--- src/hw/isvp_pkg.sv ---
// Purpose: Shared constants and types for the interrupt source vector prioritizer.
// Assumes: 8-bit register port with one-cycle read latency.
// Notes: Offsets index 8-bit registers on the plain register port.
package isvp_pkg;
    // ****************************************
    // Register offsets
    // ****************************************
    localparam logic [2:0] OFF_SYSTEM_CONTROL = 3'h0;
    localparam logic [2:0] OFF_EXT_SENSE = 3'h1;
    localparam logic [2:0] OFF_EXT_ENABLE = 3'h2;
    localparam logic [2:0] OFF_EXT_STATUS = 3'h3;
    localparam logic [2:0] OFF_PRIORITY_A = 3'h4;
    localparam logic [2:0] OFF_PRIORITY_B = 3'h5;

    // ****************************************
    // Field positions and reset values
    // ****************************************
    localparam int BIT_USER_MASK_ENABLE = 3;
    localparam int BIT_NMI_EDGE_SELECT = 2;
    localparam logic [7:0] RST_SYSTEM_CONTROL = 8'h08;
    localparam logic [7:0] RST_ZERO = 8'h00;
    localparam logic [7:0] EXT_LINE_MASK = 8'h3f;
    localparam int NUM_EXT = 6;
    localparam int NUM_INT = 30;

    // ****************************************
    // Vector numbers
    // ****************************************
    localparam logic [7:0] VEC_NMI = 8'h07;
    localparam logic [7:0] VEC_EXT_BASE = 8'h0c;
    localparam logic [7:0] VEC_WATCHDOG = 8'h14;
    localparam logic [7:0] VEC_REFRESH = 8'h15;
    localparam logic [7:0] VEC_TIMER_BASE = 8'h18;
    localparam logic [7:0] VEC_TRANSFER_BASE = 8'h2c;
    localparam logic [7:0] VEC_SERIAL_BASE = 8'h34;
    localparam logic [7:0] VEC_ADC = 8'h3c;

    // Internal sources that may be steered to the transfer controller.
    localparam logic [29:0] ROUTABLE_MASK = 30'h1fe1fffc;

    typedef struct packed {
        logic valid;
        logic level;
        logic [7:0] vector;
    } isvp_pick_s;
endpackage

--- src/hw/isvp_top.sv ---
// How it works
// NMI, six external, thirty internal sources.
// Only NMI and lines 0-2 wake standby.
// NMI always wins, unmasked, vector 7.
// Edge select bit picks NMI edge polarity.
// Sense bit picks low level or falling edge.
// Disabled external lines never reach selection.
// Priority A bits 7..4 serve external lines.
// Status shows line requests; software clears.
// External lines use vectors 12 to 17.
// Pin activity sensed regardless of pin direction.
// Software keeps request pins as plain inputs.
// Internal requests gated by peripheral; priority bits.
// Transfer-routed timer/serial requests bypass controller.
// Default order: smaller vector wins; after reset.
// Priority bits reorder all but NMI.
// Vector address is four or two times number.
// Watchdog and refresh share priority A bit 3.
// Timer channels in groups of four vectors.
// Transfer end sources 44-47 share B bit 5.
// Flag set by level/edge; cleared by read-write or ack.
// Priority bit zero low, one high; reset zero.
// Global and user mask flags gate levels.
// Reserved vector numbers are never produced.
//
// Purpose: Collects interrupt sources, prioritises them and presents a vector.
// Assumes: All inputs synchronous to clk_in; peripherals gate their own flags.
// Notes: The presented vector is registered, so it trails a new internal request by one cycle and a new pin request by two.
//
// Implementation choices: the address-and-strobe port and the placing of the registers.
`timescale 1ns/1ps
module isvp_top #(
    parameter int ADDR_W = 16
) (
    input wire logic clk_in,
    input wire logic rst_n_in,
    input wire logic ce_in,
    input wire logic [2:0] reg_addr_in,
    input wire logic [7:0] reg_wdata_in,
    input wire logic reg_wr_in,
    input wire logic reg_rd_in,
    output logic [7:0] reg_rdata_out,
    input wire logic nmi_pin_in,
    input wire logic [5:0] ext_req_n_in,
    input wire logic [29:0] int_req_in,
    input wire logic [29:0] int_to_transfer_in,
    input wire logic global_mask_in,
    input wire logic user_mask_flag_in,
    input wire logic advanced_mode_in,
    input wire logic standby_in,
    input wire logic cpu_ack_in,
    output logic irq_req_out,
    output logic irq_level_out,
    output logic [7:0] vector_num_out,
    output logic [ADDR_W-1:0] vector_addr_out,
    output logic wake_out
);
    // ****************************************
    // Helper functions
    // ****************************************
    // Vector number of internal source index; the table skips reserved slots.
    function automatic logic [7:0] int_vector(input logic [4:0] idx);
        logic [7:0] v;
        logic [7:0] k;
        v = isvp_pkg::VEC_ADC;
        k = {3'h0, idx};
        if (idx == 5'd0) begin
            v = isvp_pkg::VEC_WATCHDOG;
        end else if (idx == 5'd1) begin
            v = isvp_pkg::VEC_REFRESH;
        end else if (idx < 5'd5) begin
            v = isvp_pkg::VEC_TIMER_BASE + (k - 8'd2);
        end else if (idx < 5'd8) begin
            v = isvp_pkg::VEC_TIMER_BASE + 8'd4 + (k - 8'd5);
        end else if (idx < 5'd11) begin
            v = isvp_pkg::VEC_TIMER_BASE + 8'd8 + (k - 8'd8);
        end else if (idx < 5'd14) begin
            v = isvp_pkg::VEC_TIMER_BASE + 8'd12 + (k - 8'd11);
        end else if (idx < 5'd17) begin
            v = isvp_pkg::VEC_TIMER_BASE + 8'd16 + (k - 8'd14);
        end else if (idx < 5'd21) begin
            v = isvp_pkg::VEC_TRANSFER_BASE + (k - 8'd17);
        end else if (idx < 5'd29) begin
            v = isvp_pkg::VEC_SERIAL_BASE + (k - 8'd21);
        end
        return v;
    endfunction

    // Priority level of internal source index from the two priority registers.
    function automatic logic int_level(input logic [4:0] idx, input logic [7:0] pa,
                                       input logic [7:0] pb);
        logic l;
        l = pb[1];
        if (idx < 5'd2) begin
            l = pa[3];
        end else if (idx < 5'd5) begin
            l = pa[2];
        end else if (idx < 5'd8) begin
            l = pa[1];
        end else if (idx < 5'd11) begin
            l = pa[0];
        end else if (idx < 5'd14) begin
            l = pb[7];
        end else if (idx < 5'd17) begin
            l = pb[6];
        end else if (idx < 5'd21) begin
            l = pb[5];
        end else if (idx < 5'd25) begin
            l = pb[3];
        end else if (idx < 5'd29) begin
            l = pb[2];
        end
        return l;
    endfunction

    // Priority level of external line from priority register A.
    function automatic logic ext_level(input logic [2:0] n, input logic [7:0] pa);
        logic l;
        l = pa[4];
        if (n == 3'd0) begin
            l = pa[7];
        end else if (n == 3'd1) begin
            l = pa[6];
        end else if (n < 3'd4) begin
            l = pa[5];
        end
        return l;
    endfunction

    // ****************************************
    // Registers
    // ****************************************
    logic [7:0] system_control_reg;
    logic [7:0] ext_sense_control_reg;
    logic [7:0] ext_line_enable_reg;
    logic [5:0] ext_line_status_reg;
    logic [5:0] status_seen;
    logic [7:0] priority_reg_a;
    logic [7:0] priority_reg_b;
    logic [5:0] ext_pin_prev;
    logic nmi_pin_prev;
    logic nmi_pending;

    wire logic user_mask_enable = system_control_reg[isvp_pkg::BIT_USER_MASK_ENABLE];
    wire logic nmi_edge_select = system_control_reg[isvp_pkg::BIT_NMI_EDGE_SELECT];
    wire logic wr_sys = reg_wr_in && (reg_addr_in == isvp_pkg::OFF_SYSTEM_CONTROL);
    wire logic wr_sense = reg_wr_in && (reg_addr_in == isvp_pkg::OFF_EXT_SENSE);
    wire logic wr_enable = reg_wr_in && (reg_addr_in == isvp_pkg::OFF_EXT_ENABLE);
    wire logic wr_status = reg_wr_in && (reg_addr_in == isvp_pkg::OFF_EXT_STATUS);
    wire logic rd_status = reg_rd_in && (reg_addr_in == isvp_pkg::OFF_EXT_STATUS);
    wire logic wr_pra = reg_wr_in && (reg_addr_in == isvp_pkg::OFF_PRIORITY_A);
    wire logic wr_prb = reg_wr_in && (reg_addr_in == isvp_pkg::OFF_PRIORITY_B);

    // ****************************************
    // Event detection
    // ****************************************
    // The pins are sampled directly, so the port direction set elsewhere never hides them.
    wire logic [5:0] ext_low = ~ext_req_n_in;
    wire logic [5:0] ext_fall = ext_pin_prev & ~ext_req_n_in;
    wire logic [5:0] sense = ext_sense_control_reg[5:0];
    wire logic [5:0] ext_set = (~sense & ext_low) | (sense & ext_fall);
    wire logic nmi_edge = nmi_edge_select ? (nmi_pin_in & ~nmi_pin_prev)
                                          : (~nmi_pin_in & nmi_pin_prev);

    // Acknowledge clears only the line whose vector was being presented.
    logic [5:0] ack_clear;
    always_comb begin
        ack_clear = '0;
        for (int n = 0; n < isvp_pkg::NUM_EXT; n++) begin
            if (cpu_ack_in && irq_req_out &&
                vector_num_out == isvp_pkg::VEC_EXT_BASE + 8'(n)) begin
                // Level lines stay flagged while the pin is still low.
                ack_clear[n] = sense[n] | ext_req_n_in[n];
            end
        end
    end
    // NMI pending is cleared only when the core takes vector 7 itself.
    wire logic nmi_ack = cpu_ack_in && irq_req_out && vector_num_out == isvp_pkg::VEC_NMI;

    // Software may clear only a flag it has already seen as one.
    wire logic [5:0] sw_clear = wr_status ? (status_seen & ~reg_wdata_in[5:0]) : 6'h00;
    // A new event wins over a clear in the same cycle.
    wire logic [5:0] next_status = (ext_line_status_reg & ~(sw_clear | ack_clear)) | ext_set;
    wire logic next_nmi = (nmi_pending & ~nmi_ack) | nmi_edge;

    // ****************************************
    // Priority selection
    // ****************************************
    // NMI never passes through admit, so the mask flags cannot hold it back.
    function automatic logic admit(input logic lvl, input logic i_flag, input logic ui_flag,
                                   input logic ue);
        logic a;
        a = 1'b1;
        if (i_flag) begin
            a = !ue && !ui_flag && lvl;
        end
        return a;
    endfunction

    // Disabled lines keep their flags, so enabling a line later raises its old request.
    wire logic [5:0] ext_req = ext_line_status_reg & ext_line_enable_reg[5:0];
    // Routing is honoured only for timer and serial indices; other sources ignore it.
    wire logic [29:0] int_req = int_req_in &
                                ~(int_to_transfer_in & isvp_pkg::ROUTABLE_MASK);

    // Both levels are judged in one pass; within a level the smaller vector stays ahead.
    isvp_pkg::isvp_pick_s pick;
    always_comb begin
        logic lvl;
        lvl = 1'b0;
        pick = '0;
        if (nmi_pending) begin
            pick = '{valid: 1'b1, level: 1'b1, vector: isvp_pkg::VEC_NMI};
        end else begin
            // Ascending vector scan: a strictly higher level is needed to displace. R14
            for (int n = 0; n < isvp_pkg::NUM_EXT; n++) begin
                lvl = ext_level(3'(n), priority_reg_a);
                if (ext_req[n] && admit(lvl, global_mask_in, user_mask_flag_in,
                                        user_mask_enable) &&
                    (!pick.valid || (lvl && !pick.level))) begin
                    pick = '{valid: 1'b1, level: lvl,
                             vector: isvp_pkg::VEC_EXT_BASE + 8'(n)};
                end
            end
            for (int k = 0; k < isvp_pkg::NUM_INT; k++) begin
                lvl = int_level(5'(k), priority_reg_a, priority_reg_b);
                if (int_req[k] && admit(lvl, global_mask_in, user_mask_flag_in,
                                        user_mask_enable) &&
                    (!pick.valid || (lvl && !pick.level))) begin
                    pick = '{valid: 1'b1, level: lvl, vector: int_vector(5'(k))};
                end
            end
        end
    end

    // ****************************************
    // Reserved vector guard
    // ****************************************
    // The source tables never produce a reserved slot; this guard keeps a table slip
    // from ever reaching the core as a live vector.
    function automatic logic is_reserved(input logic [7:0] v);
        logic r;
        r = 1'b0;
        if (v == 8'h12) begin
            r = 1'b1;
        end else if (v == 8'h13) begin
            r = 1'b1;
        end else if (v == 8'h16) begin
            r = 1'b1;
        end else if (v == 8'h17) begin
            r = 1'b1;
        end else if (v == 8'h1b) begin
            r = 1'b1;
        end else if (v == 8'h1f) begin
            r = 1'b1;
        end else if (v == 8'h23) begin
            r = 1'b1;
        end else if (v == 8'h27) begin
            r = 1'b1;
        end else if (v == 8'h2b) begin
            r = 1'b1;
        end else if (v >= 8'h30 && v <= 8'h33) begin
            r = 1'b1;
        end
        return r;
    endfunction

    wire logic next_req = pick.valid && !is_reserved(pick.vector);
    wire logic next_level = next_req && pick.level;
    wire logic [7:0] next_vector = next_req ? pick.vector : 8'h00;

    // Shifting the zero-extended number cannot overflow, since vectors stay below 64.
    wire logic [ADDR_W-1:0] vec_wide = ADDR_W'(next_vector);
    wire logic [ADDR_W-1:0] next_addr = advanced_mode_in ? (vec_wide << 2)
                                                         : (vec_wide << 1);
    // Only NMI and the three lowest lines may end standby.
    wire logic next_wake = standby_in &&
                           (nmi_pending || (ext_line_status_reg[2:0] != 3'h0));

    // ****************************************
    // Read path
    // ****************************************
    // Unmapped indices read as zero and ignore writes.
    logic [7:0] rd_mux;
    always_comb begin
        rd_mux = 8'h00;
        if (reg_addr_in == isvp_pkg::OFF_SYSTEM_CONTROL) begin
            rd_mux = system_control_reg;
        end else if (reg_addr_in == isvp_pkg::OFF_EXT_SENSE) begin
            rd_mux = ext_sense_control_reg;
        end else if (reg_addr_in == isvp_pkg::OFF_EXT_ENABLE) begin
            rd_mux = ext_line_enable_reg;
        end else if (reg_addr_in == isvp_pkg::OFF_EXT_STATUS) begin
            rd_mux = {2'b00, ext_line_status_reg};
        end else if (reg_addr_in == isvp_pkg::OFF_PRIORITY_A) begin
            rd_mux = priority_reg_a;
        end else if (reg_addr_in == isvp_pkg::OFF_PRIORITY_B) begin
            rd_mux = priority_reg_b;
        end
    end

    wire logic [7:0] next_rdata = reg_rd_in ? rd_mux : 8'h00;

    // Only the two defined control bits are stored; the rest read back as zero.
    wire logic [7:0] sys_mask = 8'h01 << isvp_pkg::BIT_USER_MASK_ENABLE |
                                8'h01 << isvp_pkg::BIT_NMI_EDGE_SELECT;

    // ****************************************
    // State update
    // ****************************************
    // Writes land at the strobe edge, so a read in the next cycle already sees them.
    always_ff @(posedge clk_in) begin
        if (!rst_n_in) begin
            system_control_reg <= isvp_pkg::RST_SYSTEM_CONTROL;
            ext_sense_control_reg <= isvp_pkg::RST_ZERO;
            ext_line_enable_reg <= isvp_pkg::RST_ZERO;
            priority_reg_a <= isvp_pkg::RST_ZERO;
            priority_reg_b <= isvp_pkg::RST_ZERO;
        end else if (ce_in) begin
            if (wr_sys) begin
                system_control_reg <= reg_wdata_in & sys_mask;
            end
            if (wr_sense) begin
                ext_sense_control_reg <= reg_wdata_in;
            end
            if (wr_enable) begin
                ext_line_enable_reg <= reg_wdata_in;
            end
            if (wr_pra) begin
                priority_reg_a <= reg_wdata_in;
            end
            if (wr_prb) begin
                priority_reg_b <= reg_wdata_in;
            end
        end
    end

    // Edge history resets high, the idle level of the request pins, so release makes no edge.
    // The NMI history resets low, harmless because the reset polarity is the falling edge.
    always_ff @(posedge clk_in) begin
        if (!rst_n_in) begin
            ext_line_status_reg <= 6'h00;
            status_seen <= 6'h00;
            ext_pin_prev <= 6'h3f;
            nmi_pin_prev <= 1'b0;
            nmi_pending <= 1'b0;
        end else if (ce_in) begin
            ext_line_status_reg <= next_status;
            status_seen <= rd_status ? ext_line_status_reg : (status_seen & ~sw_clear);
            ext_pin_prev <= ext_req_n_in;
            nmi_pin_prev <= nmi_pin_in;
            nmi_pending <= next_nmi;
        end
    end

    // Every output is registered, so the core sees one settled vector per cycle.
    // The cost is one cycle of latency from the winning request to irq_req_out.
    always_ff @(posedge clk_in) begin
        if (!rst_n_in) begin
            reg_rdata_out <= 8'h00;
            irq_req_out <= 1'b0;
            irq_level_out <= 1'b0;
            vector_num_out <= 8'h00;
            vector_addr_out <= '0;
            wake_out <= 1'b0;
        end else if (ce_in) begin
            reg_rdata_out <= next_rdata;
            irq_req_out <= next_req;
            irq_level_out <= next_level;
            vector_num_out <= next_vector;
            vector_addr_out <= next_addr;
            wake_out <= next_wake;
        end
    end
endmodule

--- config.mk ---
export PLATFORM = sky130hd
export DESIGN_NAME = isvp_top
export DESIGN_NICKNAME = d
export VERILOG_FILES = /design/src/hw/isvp_pkg.sv /design/src/hw/isvp_top.sv
export SDC_FILE = /design/constraint.sdc
export NUM_CORES = 1
export LEC_CHECK = 0
export BUFFER_PORTS_ARGS = -buffer_cell sky130_fd_sc_hd__buf_2
export CAP_MARGIN = 0
export CORE_MARGIN = 5
export CORE_UTILIZATION = 45
export DETAILED_ROUTE_END_ITERATION = 10
export GPL_ROUTABILITY_DRIVEN = 0
export GPL_TIMING_DRIVEN = 0
export HOLD_SLACK_MARGIN = 0.1
export PLACE_DENSITY = 0.72
export SETUP_SLACK_MARGIN = 0.15
export SYNTH_ARGS = -nofsm -noshare
export SYNTH_HDL_FRONTEND = slang
export SYNTH_SLANG_ARGS = --single-unit
--- constraint.sdc ---
create_clock -name clk_in -period 3.5 [get_ports clk_in]
set_input_delay 0.7 -clock clk_in [delete_from_list [all_inputs] [get_ports clk_in]]
set_output_delay 0.7 -clock clk_in [all_outputs]
set_load 0.01 [all_outputs]
==> out/qor.yml <==
status: "finished, final reports clean"
drt-pass1-iter-count: 5
p_int_w: 0.00172
sw_frac_of_total: 0.280
yosys_warnings: 0
cts_max_level: 3
dieHeight_um: 117
synthArstFlopShare: 0
clkPwrFrac: 0.420
cp_max_fo: 10
grt_pass1_vias: 5600
end_kind: "register"
skew_ns: 0.0101
diodes: 0
ant_nets: 0
drv_cap: 0
first_iter_violations: 491
fmax_mhz: 303
path_delay_family: "compound AO/OA/AOI/OAI gates"
slew_violations: 0
fin_nets: 895
critPathKind: "primary input to register"
synthCells: 684
area_delta_synth_final_pct: 21.9
final_common_cell: "nor2_1"
setup_violations: 0
dieArea_um2: 13700
synth_area_um2: 5150
irDropWorstVdd_mv: 0.219
combPwrFrac: 0.180
crit_chain: "buf_4 -> buf_1 -> a221oi_1 -> a41oi_1 -> nor2_1 -> o22ai_1 -> o2bb2ai_1 -> a222oi_1 -> o311ai_0 -> a211oi_1 -> o31ai_2 -> o211ai_1"
cts_tree: "done"
hold_viol_final: 0
synth.avg_cell_area_um2: 7.53
vias: 5774
crit_buf_inv: 2
yosys_register_bits: 78
cts.sinks: 78
die_w_um: 117
grt_setup_unrepaired: "true"
min_path_cells: 2
whs_ns: 0.451
fp.coreArea_um2: 11300
ioPinCount: 123
cts_buffers: 9
drc_errors: 0
layout_common_cells: "102 x nor2_1, 101 x buf_2, 78 x dfxtp_1, 68 x nand2_1, 65 x a21oi_1"
switching_power_w: 0.000669
num_rows: 39
grt_remaining_overflow: 0
synth-edff-count: 0
crit_slowest_cell: "o311ai_0"
avgViaCountPerCell: 6.05
p_leak_nw: 2.40
synth.yosys.seq_area_share: 0.303
ys_types: 79
worstPathArrival_ns: 3.52
dpl.hpwl_um: 12900
fin_crit_ns: 3.30
worstSetupStartpointType: "primary input"
reg2regPathDepth: 10
clockBufferDepth: 2
required_ns: 3.71
power_density_nw_per_um2: 380
crit_cells: 12
synth_ff_type: "dfxtp_1"
root_buffer: "clkbuf_16"
maxSlewHeadroom: 0.367
start_util: 0.455
drive_gt1_frac: 0.209
clk_pin_slew_ns: 0.06
seqPwrFrac: 0.400
fillers: 1069
hold_buffers: 0
grt_pass1_wl_um: 26500
antenna_found_initial: 0
slowest_delay_ns: 0.52
hold_path.class: "register to register"
clock_latency_ns: 0.34
wl_per_cell_um: 17.9
timing.final.crit_share: 0.943
worst_pin_slew_ns: 0.947
wirelength_um: 17100
track_usage: 0.241
finalPower_w: 0.00239
grt_max_degree: 14
portBuffers: 101
power by group through the flow:
stage                     logic (W)  clock network, W  registers (W)
after floorplan            0.000256                 0       0.000969
after CTS                  0.000413           0.00101       0.000953
after global placement     0.000398                 0       0.000971
after global routing       0.000467           0.00105       0.000958
final                      0.000429           0.00100       0.000954
after detailed placement   0.000406                 0       0.000973
area by class of cell:
class / instances / area [µm²] / share of cell area
inverters: 20 / 75.1 / 0.0120
clock buffers: 11 / 233 / 0.0371
repair buffers: 102 / 513 / 0.0818
multi-input cells: 561 / 3440 / 0.548
plain buffers: 35 / 193 / 0.0307
clock inverters: 5 / 82.6 / 0.0132
well taps: 143 / 179 / 0.0285
flip-flops and latches: 78 / 1560 / 0.249
tightest hold or removal path, delay by kind of cell (launching register included):
family | cells | cell delay (ns)
and+or+nand+nor | 1 | 0.05
DFF | 1 | 0.31
AOI/OAI and AO/OA | 1 | 0.05
path summary, 6_finish.rpt:
kind                                        from                               to  slack [ns]
min reg2reg      vector_addr_out[1]$_SDFFE_PN0P_  vector_addr_out[1]$_SDFFE_PN0P_        0.45
max                               global_mask_in  vector_addr_out[2]$_SDFFE_PN0P_        0.20
min              vector_addr_out[1]$_SDFFE_PN0P_  vector_addr_out[1]$_SDFFE_PN0P_        0.45
max reg2reg  ext_line_status_reg[2]$_SDFFE_PN0P_  vector_addr_out[6]$_SDFFE_PN0P_        0.24
Yosys cell counts (14+ instances only):
cell / instances / area, µm²
nand3_1: 20 / 100
a21oi_1: 67 / 335
inv_1: 16 / 60.1
nor2_1: 103 / 387
nor2b_1: 29 / 181
clkbuf_1: 18 / 67.6
o211ai_1: 14 / 105
nand2b_1: 14 / 87.6
o21ai_0: 31 / 155
mux2i_1: 38 / 380
nor3_1: 15 / 75.1
nand2_1: 68 / 255
buf_4: 14 / 105
dfxtp_1: 78 / 1560
timing repair:
item | CTS | global route
gates resized for setup | 6 | 14
buffers inserted | 0 | 1
setup endpoints to repair | 5 | 10
pin swaps | 0 | 3
cell families (layout without fill, tap and decap cells):
| family | after synthesis | in the layout | share of synthesized area |
|---|---|---|---|
| AND/OR/NAND/NOR | 300 | 300 | 0.286 |
| AO/OA/AOI/OAI | 211 | 211 | 0.282 |
| multiplexers | 39 | 39 | 0.0761 |
| buffers and inverters | 55 | 173 | 0.0518 |
| flip-flops | 78 | 78 | 0.303 |
| other | 1 | 11 | 0.000729 |
stage by stage:
step	setup WS (ns)	instances	cell area, µm²	setup TNS (ns)	util
final	0.200	955	6270	0	0.554
after global routing	0.0559	955	6270	0	0.554
after CTS	0.171	954	6220	0	0.549
after detailed placement	-0.389	938	5870	-2.16	0.518
after global placement	-0.384	938	5870	-1.65	0.518
after floorplan	0.274	694	5180	0	-
per-layer routing:
layer	vias to the layer above	routed length (µm)	part of all wire	track usage
li1	2731	-	-	-
met2	308	7750	0.45	0.392
met3	53	1520	0.089	0.0437
met4	0	593	0.035	0.121
met1	2682	7230	0.42	0.307
met5	-	0	0	0
Power figures use the tool's default switching activity.
